File: src/verilog/eeprom_ctrl_regs.vh
`ifndef EEPROM_CTRL_REGS_VH
`define EEPROM_CTRL_REGS_VH
`define CLK_PERIOD_PS 4000
`define CS_LOW_MIN_NS 250
`define T_WRITE_MS 6
`define T_ERASE_WHOLE_ARRAY_MS 6
`define T_WRITE_WHOLE_ARRAY_MS 15
`define OP_EXT 2'h0
`define OP_WRITE 2'h1
`define OP_READ 2'h2
`define OP_ERASE 2'h3
`define EXT_LOCK 2'h0
`define EXT_WRITE_WHOLE_ARRAY 2'h1
`define EXT_ERASE_WHOLE_ARRAY 2'h2
`define EXT_UNLOCK 2'h3
`endif

File: src/verilog/serial_eeprom.v
`timescale 1ns/1ps
`include "eeprom_ctrl_regs.vh"
module serial_eeprom #(
    parameter WORD16 = 1,
    parameter T_WRITE_CYC = 1500000,
    parameter T_ERASE_WHOLE_ARRAY_CYC = 1500000,
    parameter T_WRITE_WHOLE_ARRAY_CYC = 3750000
) (
    // clock, reset, enable
    input wire clk,
    input wire rst_n,
    input wire ce,
    // serial pins
    input wire select,
    input wire serial_clk,
    input wire serial_in,
    output reg serial_out,
    output reg serial_out_oe,
    // status
    output reg standby,
    output reg busy
);
    localparam DW = WORD16 ? 16 : 8;
    localparam AW = WORD16 ? 7 : 8;
    localparam HDR = 2 + AW; // opcode plus address bits
    // one-hot states
    localparam S_IDLE = 5'h01;
    localparam S_HDR = 5'h02;
    localparam S_DATA = 5'h04;
    localparam S_READ = 5'h08;
    localparam S_DONE = 5'h10;
    localparam P_IDLE = 3'h1;
    localparam P_ARM = 3'h2;
    localparam P_RUN = 3'h4;

    reg [DW-1:0] mem [0:(1<<AW)-1];
    reg [2:0] cs_sync_reg, ck_sync_reg, di_sync_reg;
    reg [4:0] st_reg;
    reg [2:0] pst_reg;
    reg [4:0] cnt_reg;
    reg [HDR-1:0] hdr_reg;
    reg [DW-1:0] shift_reg;
    reg [DW-1:0] rd_reg;
    reg unlocked_reg;
    reg [1:0] pop_reg; // 0 none,1 erase/write,2 erase_whole_array,3 write_whole_array
    reg [AW-1:0] paddr_reg;
    reg [DW-1:0] pdata_reg;
    reg [21:0] ptime_reg;
    reg [AW:0] wipe_reg;
    reg wiping_reg;
    reg pwrite_reg;
    reg [AW-1:0] raddr_reg;

    // pins cross domains through two flops; third stage only for edge detect
    always @(posedge clk or negedge rst_n) begin
        if (!rst_n) begin
            cs_sync_reg <= 3'h0;
            ck_sync_reg <= 3'h0;
            di_sync_reg <= 3'h0;
        end else if (ce) begin
            cs_sync_reg <= {cs_sync_reg[1:0], select};
            ck_sync_reg <= {ck_sync_reg[1:0], serial_clk};
            di_sync_reg <= {di_sync_reg[1:0], serial_in};
        end
    end
    wire cs = cs_sync_reg[1];
    wire di = di_sync_reg[1];
    wire ck_rise = ck_sync_reg[1] && !ck_sync_reg[2];
    wire cs_fall = !cs_sync_reg[1] && cs_sync_reg[2];
    wire [1:0] op = hdr_reg[HDR-1:HDR-2];
    wire [1:0] ext = hdr_reg[AW-1:AW-2];
    wire [AW-1:0] addr = hdr_reg[AW-1:0];

    // read data drains through a small fifo, one word per read
    wire fifo_in_valid = (st_reg == S_HDR) && ck_rise && cs && (cnt_reg == HDR[4:0] - 1'b1)
                         && ({hdr_reg[HDR-2:0], di} >> AW) == {1'b1, 1'b0};
    wire fifo_in_ready;
    wire fifo_out_valid;
    wire [DW-1:0] fifo_out_data;
    // drained while deselected, so an aborted read leaves no stale word behind
    wire fifo_pop = fifo_out_valid && (!cs || ((st_reg == S_READ) && cnt_reg == 5'h0 && ck_rise));
    stream_fifo #(.WIDTH(DW), .DEPTH(4), .AW(2)) read_fifo (
        .clk(clk),
        .rst_n(rst_n),
        .ce(ce),
        .in_valid(fifo_in_valid),
        .in_ready(fifo_in_ready),
        .in_data(mem[{hdr_reg[AW-2:0], di}]),
        .out_valid(fifo_out_valid),
        .out_ready(fifo_pop),
        .out_data(fifo_out_data)
    );

    // instruction sequencer; held idle while deselected
    always @(posedge clk or negedge rst_n) begin
        if (!rst_n) begin
            st_reg <= S_IDLE;
            cnt_reg <= 5'h0;
            hdr_reg <= {HDR{1'b0}};
            shift_reg <= {DW{1'b0}};
            unlocked_reg <= 1'b0;
            raddr_reg <= {AW{1'b0}};
        end else if (ce) begin
            if (!cs) begin
                st_reg <= S_IDLE;
                cnt_reg <= 5'h0;
            end else if (ck_rise) begin
                case (st_reg)
                    S_IDLE: if (di && pst_reg == P_IDLE) begin
                        st_reg <= S_HDR;
                        cnt_reg <= 5'h0;
                    end
                    S_HDR: begin
                        hdr_reg <= {hdr_reg[HDR-2:0], di};
                        cnt_reg <= cnt_reg + 1'b1;
                        if (cnt_reg == HDR[4:0] - 1'b1) begin
                            cnt_reg <= 5'h0;
                            case ({hdr_reg[HDR-2:0], di} >> AW)
                                {1'b0, 1'b0}: begin
                                    st_reg <= S_DONE;
                                    if (hdr_reg[AW-2:AW-3] == `EXT_UNLOCK)
                                        unlocked_reg <= 1'b1;
                                    else if (hdr_reg[AW-2:AW-3] == `EXT_LOCK)
                                        unlocked_reg <= 1'b0;
                                    else if (hdr_reg[AW-2:AW-3] == `EXT_WRITE_WHOLE_ARRAY)
                                        st_reg <= S_DATA;
                                end
                                {1'b0, 1'b1}: st_reg <= S_DATA;
                                {1'b1, 1'b0}: begin
                                    st_reg <= S_READ; // dummy zero then data
                                    raddr_reg <= {hdr_reg[AW-2:0], di};
                                end
                                default: st_reg <= S_DONE;
                            endcase
                        end
                    end
                    S_DATA: begin
                        shift_reg <= {shift_reg[DW-2:0], di};
                        cnt_reg <= cnt_reg + 1'b1;
                        if (cnt_reg == DW[4:0] - 1'b1)
                            st_reg <= S_DONE;
                    end
                    S_READ: begin
                        cnt_reg <= (cnt_reg == DW[4:0]) ? 5'h1 : cnt_reg + 1'b1;
                        if (cnt_reg == DW[4:0] - 1'b1)
                            raddr_reg <= raddr_reg + 1'b1; // sequential read, next word ready in time
                    end
                    S_DONE: st_reg <= S_DONE;
                    default: st_reg <= S_IDLE;
                endcase
            end
        end
    end

    // program engine: armed at end of instruction, starts at select fall
    always @(posedge clk or negedge rst_n) begin
        if (!rst_n) begin
            pst_reg <= P_IDLE;
            pop_reg <= 2'h0;
            paddr_reg <= {AW{1'b0}};
            pdata_reg <= {DW{1'b0}};
            ptime_reg <= 22'h0;
            wipe_reg <= {(AW+1){1'b0}};
            wiping_reg <= 1'b0;
            pwrite_reg <= 1'b0;
        end else if (ce) begin
            case (pst_reg)
                P_IDLE: if (st_reg == S_DONE && cs && unlocked_reg) begin
                    pst_reg <= P_ARM;
                    paddr_reg <= addr;
                    pdata_reg <= shift_reg;
                    pop_reg <= (op == `OP_EXT) ? ((ext == `EXT_ERASE_WHOLE_ARRAY) ? 2'h2 :
                               (ext == `EXT_WRITE_WHOLE_ARRAY) ? 2'h3 : 2'h0) : 2'h1;
                    pwrite_reg <= (op == `OP_WRITE);
                    if (op == `OP_READ || (op == `OP_EXT && (ext == `EXT_LOCK || ext == `EXT_UNLOCK)))
                        pst_reg <= P_IDLE;
                end
                P_ARM: if (!cs) begin
                    pst_reg <= P_RUN;
                    ptime_reg <= (pop_reg == 2'h3) ? T_WRITE_WHOLE_ARRAY_CYC[21:0] :
                                 (pop_reg == 2'h2) ? T_ERASE_WHOLE_ARRAY_CYC[21:0] : T_WRITE_CYC[21:0];
                    wipe_reg <= {(AW+1){1'b0}};
                    wiping_reg <= (pop_reg != 2'h1);
                    if (pop_reg == 2'h1)
                        mem[paddr_reg] <= {DW{1'b1}}; // erase before program
                end
                P_RUN: begin
                    // runs to the end whatever select does
                    ptime_reg <= ptime_reg - 1'b1;
                    if (wiping_reg) begin
                        mem[wipe_reg[AW-1:0]] <= (pop_reg == 2'h3) ? pdata_reg : {DW{1'b1}};
                        wipe_reg <= wipe_reg + 1'b1;
                        if (wipe_reg[AW-1:0] == {AW{1'b1}})
                            wiping_reg <= 1'b0;
                    end else if (pwrite_reg) begin
                        mem[paddr_reg] <= pdata_reg;
                        pwrite_reg <= 1'b0;
                    end
                    if (ptime_reg == 22'h1)
                        pst_reg <= P_IDLE;
                end
                default: pst_reg <= P_IDLE;
            endcase
        end
    end

    // pins and status outputs, all registered
    always @(posedge clk or negedge rst_n) begin
        if (!rst_n) begin
            serial_out <= 1'b1;
            serial_out_oe <= 1'b0;
            standby <= 1'b1;
            busy <= 1'b0;
            rd_reg <= {DW{1'b0}};
        end else if (ce) begin
            busy <= (pst_reg == P_RUN);
            // armed but not yet running also keeps standby low, though busy is raised only in run, so no standby blip
            standby <= !cs && pst_reg == P_IDLE;
            if (cs_fall || !cs) begin
                serial_out_oe <= 1'b0;
            end else if (pst_reg == P_RUN) begin
                serial_out_oe <= 1'b1;
                serial_out <= 1'b0;
            end else if (fifo_in_valid) begin
                serial_out_oe <= 1'b1;
                serial_out <= 1'b0; // dummy zero on the last address bit
            end else if (st_reg == S_READ && ck_rise) begin
                serial_out_oe <= 1'b1;
                if (cnt_reg == 5'h0) begin
                    rd_reg <= fifo_out_data;
                    serial_out <= fifo_out_data[DW-1];
                end else if (cnt_reg == DW[4:0]) begin
                    rd_reg <= mem[raddr_reg];
                    serial_out <= mem[raddr_reg][DW-1];
                end else begin
                    serial_out <= rd_reg[DW-1-cnt_reg];
                end
            end else if (st_reg != S_READ && pst_reg == P_IDLE && pop_reg != 2'h0 && serial_out_oe) begin
                serial_out <= 1'b1;
            end
        end
    end
endmodule

File: src/verilog/stream_fifo.v
`timescale 1ns/1ps
module stream_fifo #(
    parameter WIDTH = 16,
    parameter DEPTH = 4,
    parameter AW = 2
) (
    // clock and reset
    input wire clk,
    input wire rst_n,
    input wire ce,
    // write side
    input wire in_valid,
    output wire in_ready,
    input wire [WIDTH-1:0] in_data,
    // read side
    output wire out_valid,
    input wire out_ready,
    output wire [WIDTH-1:0] out_data
);
    reg [WIDTH-1:0] mem [0:DEPTH-1];
    reg [AW-1:0] wr_ptr_reg;
    reg [AW-1:0] rd_ptr_reg;
    reg [AW:0] count_reg;
    wire push = in_valid && in_ready;
    wire pop = out_valid && out_ready;

    assign in_ready = (count_reg != DEPTH[AW:0]);
    assign out_valid = (count_reg != {(AW+1){1'b0}});
    assign out_data = mem[rd_ptr_reg];

    // pointers wrap at depth; depth need not be a power of two
    always @(posedge clk or negedge rst_n) begin
        if (!rst_n) begin
            wr_ptr_reg <= {AW{1'b0}};
            rd_ptr_reg <= {AW{1'b0}};
            count_reg <= {(AW+1){1'b0}};
        end else if (ce) begin
            if (push)
                wr_ptr_reg <= (wr_ptr_reg == DEPTH[AW-1:0] - 1'b1) ? {AW{1'b0}} : wr_ptr_reg + 1'b1;
            if (pop)
                rd_ptr_reg <= (rd_ptr_reg == DEPTH[AW-1:0] - 1'b1) ? {AW{1'b0}} : rd_ptr_reg + 1'b1;
            if (push && !pop)
                count_reg <= count_reg + 1'b1;
            else if (pop && !push)
                count_reg <= count_reg - 1'b1;
        end
    end

    // storage, no reset needed
    always @(posedge clk) begin
        if (ce && push)
            mem[wr_ptr_reg] <= in_data;
    end
endmodule

File: config.mk
export PLATFORM = sky130hd
export DESIGN_NAME = serial_eeprom
export DESIGN_NICKNAME = d
export VERILOG_FILES = /design/src/verilog/serial_eeprom.v /design/src/verilog/stream_fifo.v
export VERILOG_INCLUDE_DIRS = /design/src /design/src/verilog
export SDC_FILE = /design/constraint.sdc
export NUM_CORES = 2
export LEC_CHECK = 0
export CORE_MARGIN = 2
export CORE_UTILIZATION = 40
export CTS_CLUSTER_DIAMETER = 200
export DETAILED_ROUTE_END_ITERATION = 12
export DONT_BUFFER_PORTS = 1
export SLEW_MARGIN = 20
export SYNTH_ARGS = -nofsm -noshare
export SYNTH_HDL_FRONTEND = slang
export SYNTH_SLANG_ARGS = --single-unit
File: constraint.sdc
create_clock -name clk -period 4 [get_ports clk]
set_input_delay 0.2 -clock clk [delete_from_list [all_inputs] [get_ports clk]]
set_output_delay 0.2 -clock clk [all_outputs]
set_load 0.01 [all_outputs]
Yosys cells after proc, flatten, opt, wreduce, memory -nomap -nowiden
Memories as Yosys holds them, arrays and structs flattened.
Index checks and enable logic that the tools add are counted.
- bitwise logic cells: 4
- order comparisons: 1
- eq/ne operators: 43
- $add $sub $neg: 9
- muxes and demuxes: 82
- reductions and logical operators: 67
- operators by type and width (kind ; count):
    16-bit 2-to-1 mux ; 5
    5-bit 2-to-1 mux ; 13
    22-bit 2-to-1 mux ; 2
    22-bit case mux with 2 select lines ; 1
    1-bit 2-to-1 mux ; 35
    32-bit by 5-bit < comparator with 1-bit output, second input constant ; 1
    7-bit 2-to-1 mux ; 4
    1-bit logical AND ; 26
    5-bit case mux with 5 select lines ; 1
    4-bit AND reduction ; 6
    22-bit by 1-bit equality test with 1-bit output, second input constant ; 1
    22-bit by 1-bit subtractor with 22-bit output, second input constant ; 1
    5-bit case mux with 4 select lines ; 1
    2-bit equality test, second input constant ; 8
    8-bit 2-to-1 mux ; 2
    8-bit case mux with 2 select lines ; 1
    16-bit OR reduction ; 1
    5-bit by 4-bit equality test with 1-bit output, second input constant ; 3
    3-bit 2-to-1 mux ; 5
    5-bit case mux with 3 select lines ; 1
    2-bit inequality test, second input constant ; 7
    7-bit case mux with 2 select lines ; 1
    7-bit AND reduction ; 2
    2-bit nonzero test ; 7
    other kinds (37) ; 71
- flip-flop bits (word level): 138
- word-level logic and storage cells: 233
- memory bits (writable): 2112
- memories kept: 2
- memories (memory ; depth ; bits a word ; rd ports ; clocked after memory_dff ; wr ports ; RTL line ; RTL):
    mem ; 128 ; 16 ; 2 ; 0 ; 1 ; serial_eeprom.v:36 ; reg [DW-1:0] mem [0:(1<<AW)-1];
    read_fifo.mem ; 4 ; 16 ; 1 ; 0 ; 1 ; stream_fifo.v:20 ; reg [WIDTH-1:0] mem [0:DEPTH-1];

Depth between registers and ports, before layout
- depth in word-level cells: 11
- mapped depth: 13
- depth with buffers taken out: 12

By module
From an unflattened synthesis, not the netlist that was laid out.
- cells, all modules: 5196
- area, all modules: 104212.4 sq um
- modules (own cells, without submodules) (module ; sequential area each (sq um) ; cells each ; instances ; area an instance (sq um)):
    serial_eeprom ; 64732.1 ; 5071 ; 1 ; 101397.2
    stream_fifo ; 2097.0 ; 125 ; 1 ; 2815.2

Worst setup path before layout
OpenSTA, ideal clock, no wires.
- path type: flip-flop to flip-flop
- start: reg pst_reg[1]
- end: mem mem[44][0] in the netlist's numbering, enable pin
- slack: 924 ps
- data required time: 3612 ps
- cell stages (with the launch flop): 9
- arrival: 2687 ps
- cell sequence: dfrtp_1 > nor4bb_1 > clkbuf_2 > nand3_1 > buf_2 > o31ai_2 > nand3_1 > clkbuf_1 > nor2_1
- cells in the longest elaborated chain, start to end: 7
- elaborated cells between the ends (all ways): 18
- those cells by class: 2 x eq/ne; 11 x mux; 1 x bitwise; 4 x reduce/logical
- RTL lines (element ; RTL line ; RTL):
    start: declaration ; serial_eeprom.v:39 ; reg [2:0] pst_reg;
    start signal: assignment ; serial_eeprom.v:158 ; pst_reg <= P_IDLE;
    start signal: assignment ; serial_eeprom.v:169 ; pst_reg <= P_ARM;
    start signal: assignment ; serial_eeprom.v:176 ; pst_reg <= P_IDLE;
    3-bit equality test or 3-bit by 2-bit equality test with 1-bit output (tied branches) ; serial_eeprom.v:167 ; case (pst_reg)
    1-bit 2-to-1 mux ; serial_eeprom.v:167 ;
    1-bit 2-to-1 mux ; serial_eeprom.v:166 ; end else if (ce) begin
    1-bit logical AND, on equally long branches ; serial_eeprom.v:191, serial_eeprom.v:185, serial_eeprom.v:196 ;
    1-bit 2-to-1 mux, on equally long branches ; serial_eeprom.v:191, serial_eeprom.v:185, serial_eeprom.v:196 ;
    16-bit OR reduction (no source line) or 1-bit OR (tied branches) ; -- ;
    7-bit 2-to-1 mux (no source line) or 1-bit 2-to-1 mux (tied branches) ; -- ;
    end: declaration ; serial_eeprom.v:36 ;
Parallel ways exist; a longest one is shown, timed or not.

Worst setup path in the final report
- start: reg pst_reg[2]
- end: mem mem[47][12] in the netlist's numbering, enable pin
The elaborated chain is that of the path after synthesis.

==> run metrics <==
Ports=10; CP Buf/Inv Count=3; H-tree depth=4; most frequent cell on the critical path=buf_4; Synth Area in Simple Gates=2.65%; GRT Overall Usage=25.3%; Worst-Skew Late Latency=just over 900 ps; wire per inst=around 36 um; pre-CTS setup slack=197 ps; Synth cell types=89; Die Ht=515 um; Synth Area in Compound Gates=3.49%; final setup violation count=0; Die W=515 um; CP top delay family=simple AND/OR/NAND/NOR gates; Synth async-reset ratio=6.05%; initial antenna violation count=13; global route overflow=0; r2r endpoint=mem[47][12]; HP Class=in -> reg; main combinational cell family by area after synthesis=multiplexers; Final Instance Count excl. Fillers=9,234; RD Place Congestion=0.924; status=finished clean; vias in the first global route=60,200; layout cells sized above 1=37.7%; maximum clock path buffer count=3; Syn Nets=5,327; Clock Root Buffer=clkbuf_16; most frequent cells in the layout=2,112 x edfxtp_1, 1,091 x mux4_2, 394 x buf_4; CP max stage delay=between 500 and 600 ps; post-DP HPWL=211 mm; Seq/Total Area, Yosys=63.9%; Synth Flop Type=edfxtp_1; Syn Area/Cell=19.7 um2; worst path required time=4510 ps; Clk pin slew, worst setup/hold paths=~60 ps; FF+latch count, synth=2,248; Critical Path Fanout Max=16; final wirelength=336 mm; placed instance area=112,000 um2; DR pass1 iterations=8; Nets=5,642; number of flops mapped to enable cells by yosys=about 2,100; max reg flops=2,048; I/O Buffers=0; PwrDens=434 nW/um2; relative max-transition margin=approximately 26%; # rows=187; fin crit period=3840 ps; Worst setup SP type=flip-flop; antenna-violating nets left=0; Final Hold Fails=0; final core occ=around 46%; CTS tree=built; Post-Syn Area=~100,000 um2; Hold Path Origin=rst_n; Synthesis Warnings=0; Die Area=roughly 270,000 um2; core area=260,000 um2; mux share of post-synthesis cell area=27.3%; worst slew pin tran=1110 ps; CTS Buf Count=231; postcts setup bufs=0; dpl cells=roughly 8,800; DRT iter0 DRCs=approximately 8,600; Synth area leader=edfxtp_1; starting density of the core=around two fifths; Syn Inst Count=5,302; clock skew=67.3 ps; Reg-to-Reg Start=pst_reg[2]; top post-synthesis cells by area=edfxtp_1 61%, mux4_2 24%, dfrtp_1 3.2%; Vias=60,000; Setup TNS Final=0 ps; Area Growth Syn to Fin=14.6%; largest net degree at the start of global routing=129; most common cell after layout, fill and taps aside=edfxtp_1; Crit Path Category=reg -> reg; max_cap viols=0; CTS sink cnt=2,248; worst-path cell chain=nor4bb_1 > nand3_1 > o21ai_0 > buf_4 > nand3_2 > buf_4 > nor2_2 > buf_4; Max VDD drop=0.000525 V; final worst-path cycle share=a little over nine tenths; slowest stage cell on the critical path=nand3_1; Final Max Tran Viols=0; critical path arrival=4350 ps; DRC Markers=0; worst hold path depth=4; RSZ-0062 raised after global routing=false; register-to-register path setup slack=160 ps; Synth top area share=roughly three fifths; post-route setup slack=~160 ps; Design Area, Final=120,000 um2; Via density=6.50; Crit. End Element=flip-flop; Fmax=261 MHz; P_leak=42.5 nW; first-pass GRT wire length=470 mm; xor/xnor share of the synthesized area=0.134%; Synth Area in Adders=0.235%; Register-to-Register Path Depth=8; Hold EP=mem[81][9]
where the power goes:
| group | total (mW) | switching [mW] | internal (mW) |
|---|---|---|---|
| Sequential | 25.9 | 0.392 | 25.5 |
| Clock | 23.0 | 9.50 | 13.5 |
| Combinational | 3.10 | 1.69 | 1.40 |
worst reg2reg max path, stage by stage, from the launching register on:
cell	delay [ps]
dfrtp_1	440
nor4bb_1	460
nand3_1	530
o21ai_0	360
buf_4	190
nand3_2	480
buf_4	430
nor2_2	140
buf_4	400
worst max path at each step:
stage	startpoint	to	slack (ps)	cells after the start
after CTS	raddr_reg[0]	rd_reg[14]	170	8
final	pst_reg[2]	mem[47][12]	160	8
after global routing	pst_reg[2]	mem[73][4]	60	8
after global placement	raddr_reg[0]	rd_reg[3]	-20	11
after floorplan	pst_reg[1]	mem[44][0]	920	8
after detailed placement	raddr_reg[0]	rd_reg[14]	200	8
through the flow:
stage | total power [mW] | hold WS (ps)
after floorplan | 28.4 | -95.6
after CTS | 52.3 | 148
after global placement | 29.4 | -89.5
final | 52.0 | 205
after detailed placement | 29.5 | -88.6
after global routing | 53.4 | 195
kinds of logic (layout without fill, tap and decap cells):
family | count (synthesis) | count (layout)
flops | 2248 | 2248
mux | 1469 | 1469
simple gates | 593 | 593
compound gates | 528 | 528
buf+inv | 429 | 949
fa+ha+maj | 19 | 19
xor+xnor | 16 | 16
other cells | 0 | 10
layer usage:
metal  vias to the layer above  global-route usage, %  routed length [um]
met4                         8                   10.0               14500
met1                     32500                   35.0              131000
met5                         -                      0                  51
li1                      23500                      -                   -
met2                      3485                   38.9              156000
met3                       616                   5.48               34100
cell type report:
cell class | instances | area (um2)
inverters | 29 | 119
flip-flops and latches | 2248 | 66900
repair buffers | 482 | 4650
clock inverters | 164 | 2050
multi-input cells | 2625 | 35800
clock buffers | 274 | 6030
diodes | 10 | 25.0
well taps | 3402 | 4260
fillers | 21700 | 140000
synthesized netlist by cell type (11+ instances only):
| library cell | n |
|---|---|
| nor2_1 | 202 |
| ha_1 | 18 |
| mux2_2 | 57 |
| mux4_2 | 1091 |
| a221oi_1 | 54 |
| nand2b_1 | 16 |
| nand3_1 | 36 |
| buf_4 | 27 |
| a211oi_1 | 32 |
| and2_1 | 11 |
| a32o_1 | 18 |
| o221ai_1 | 17 |
| a31oi_1 | 31 |
| edfxtp_1 | 2112 |
| nor4_1 | 12 |
| clkbuf_1 | 164 |
| inv_1 | 25 |
| o31ai_1 | 13 |
| dfrtp_1 | 132 |
| nand2_1 | 178 |
| a22o_1 | 25 |
| a21oi_1 | 96 |
| or2_2 | 21 |
| o21ai_0 | 89 |
| and3_1 | 11 |
| buf_1 | 37 |
| buf_6 | 32 |
| buf_2 | 121 |
| nor3_1 | 32 |
| o22ai_1 | 45 |
| mux2i_1 | 313 |
| nor2b_1 | 21 |
| a22oi_1 | 35 |
what timing repair did:
item	4_1_cts	5_1_grt
endpoints found under the setup margin	0	114
hold endpoints to repair	281	0
gates resized for setup	0	1
hold buffers	11	0
Power figures use the tool's default switching activity.
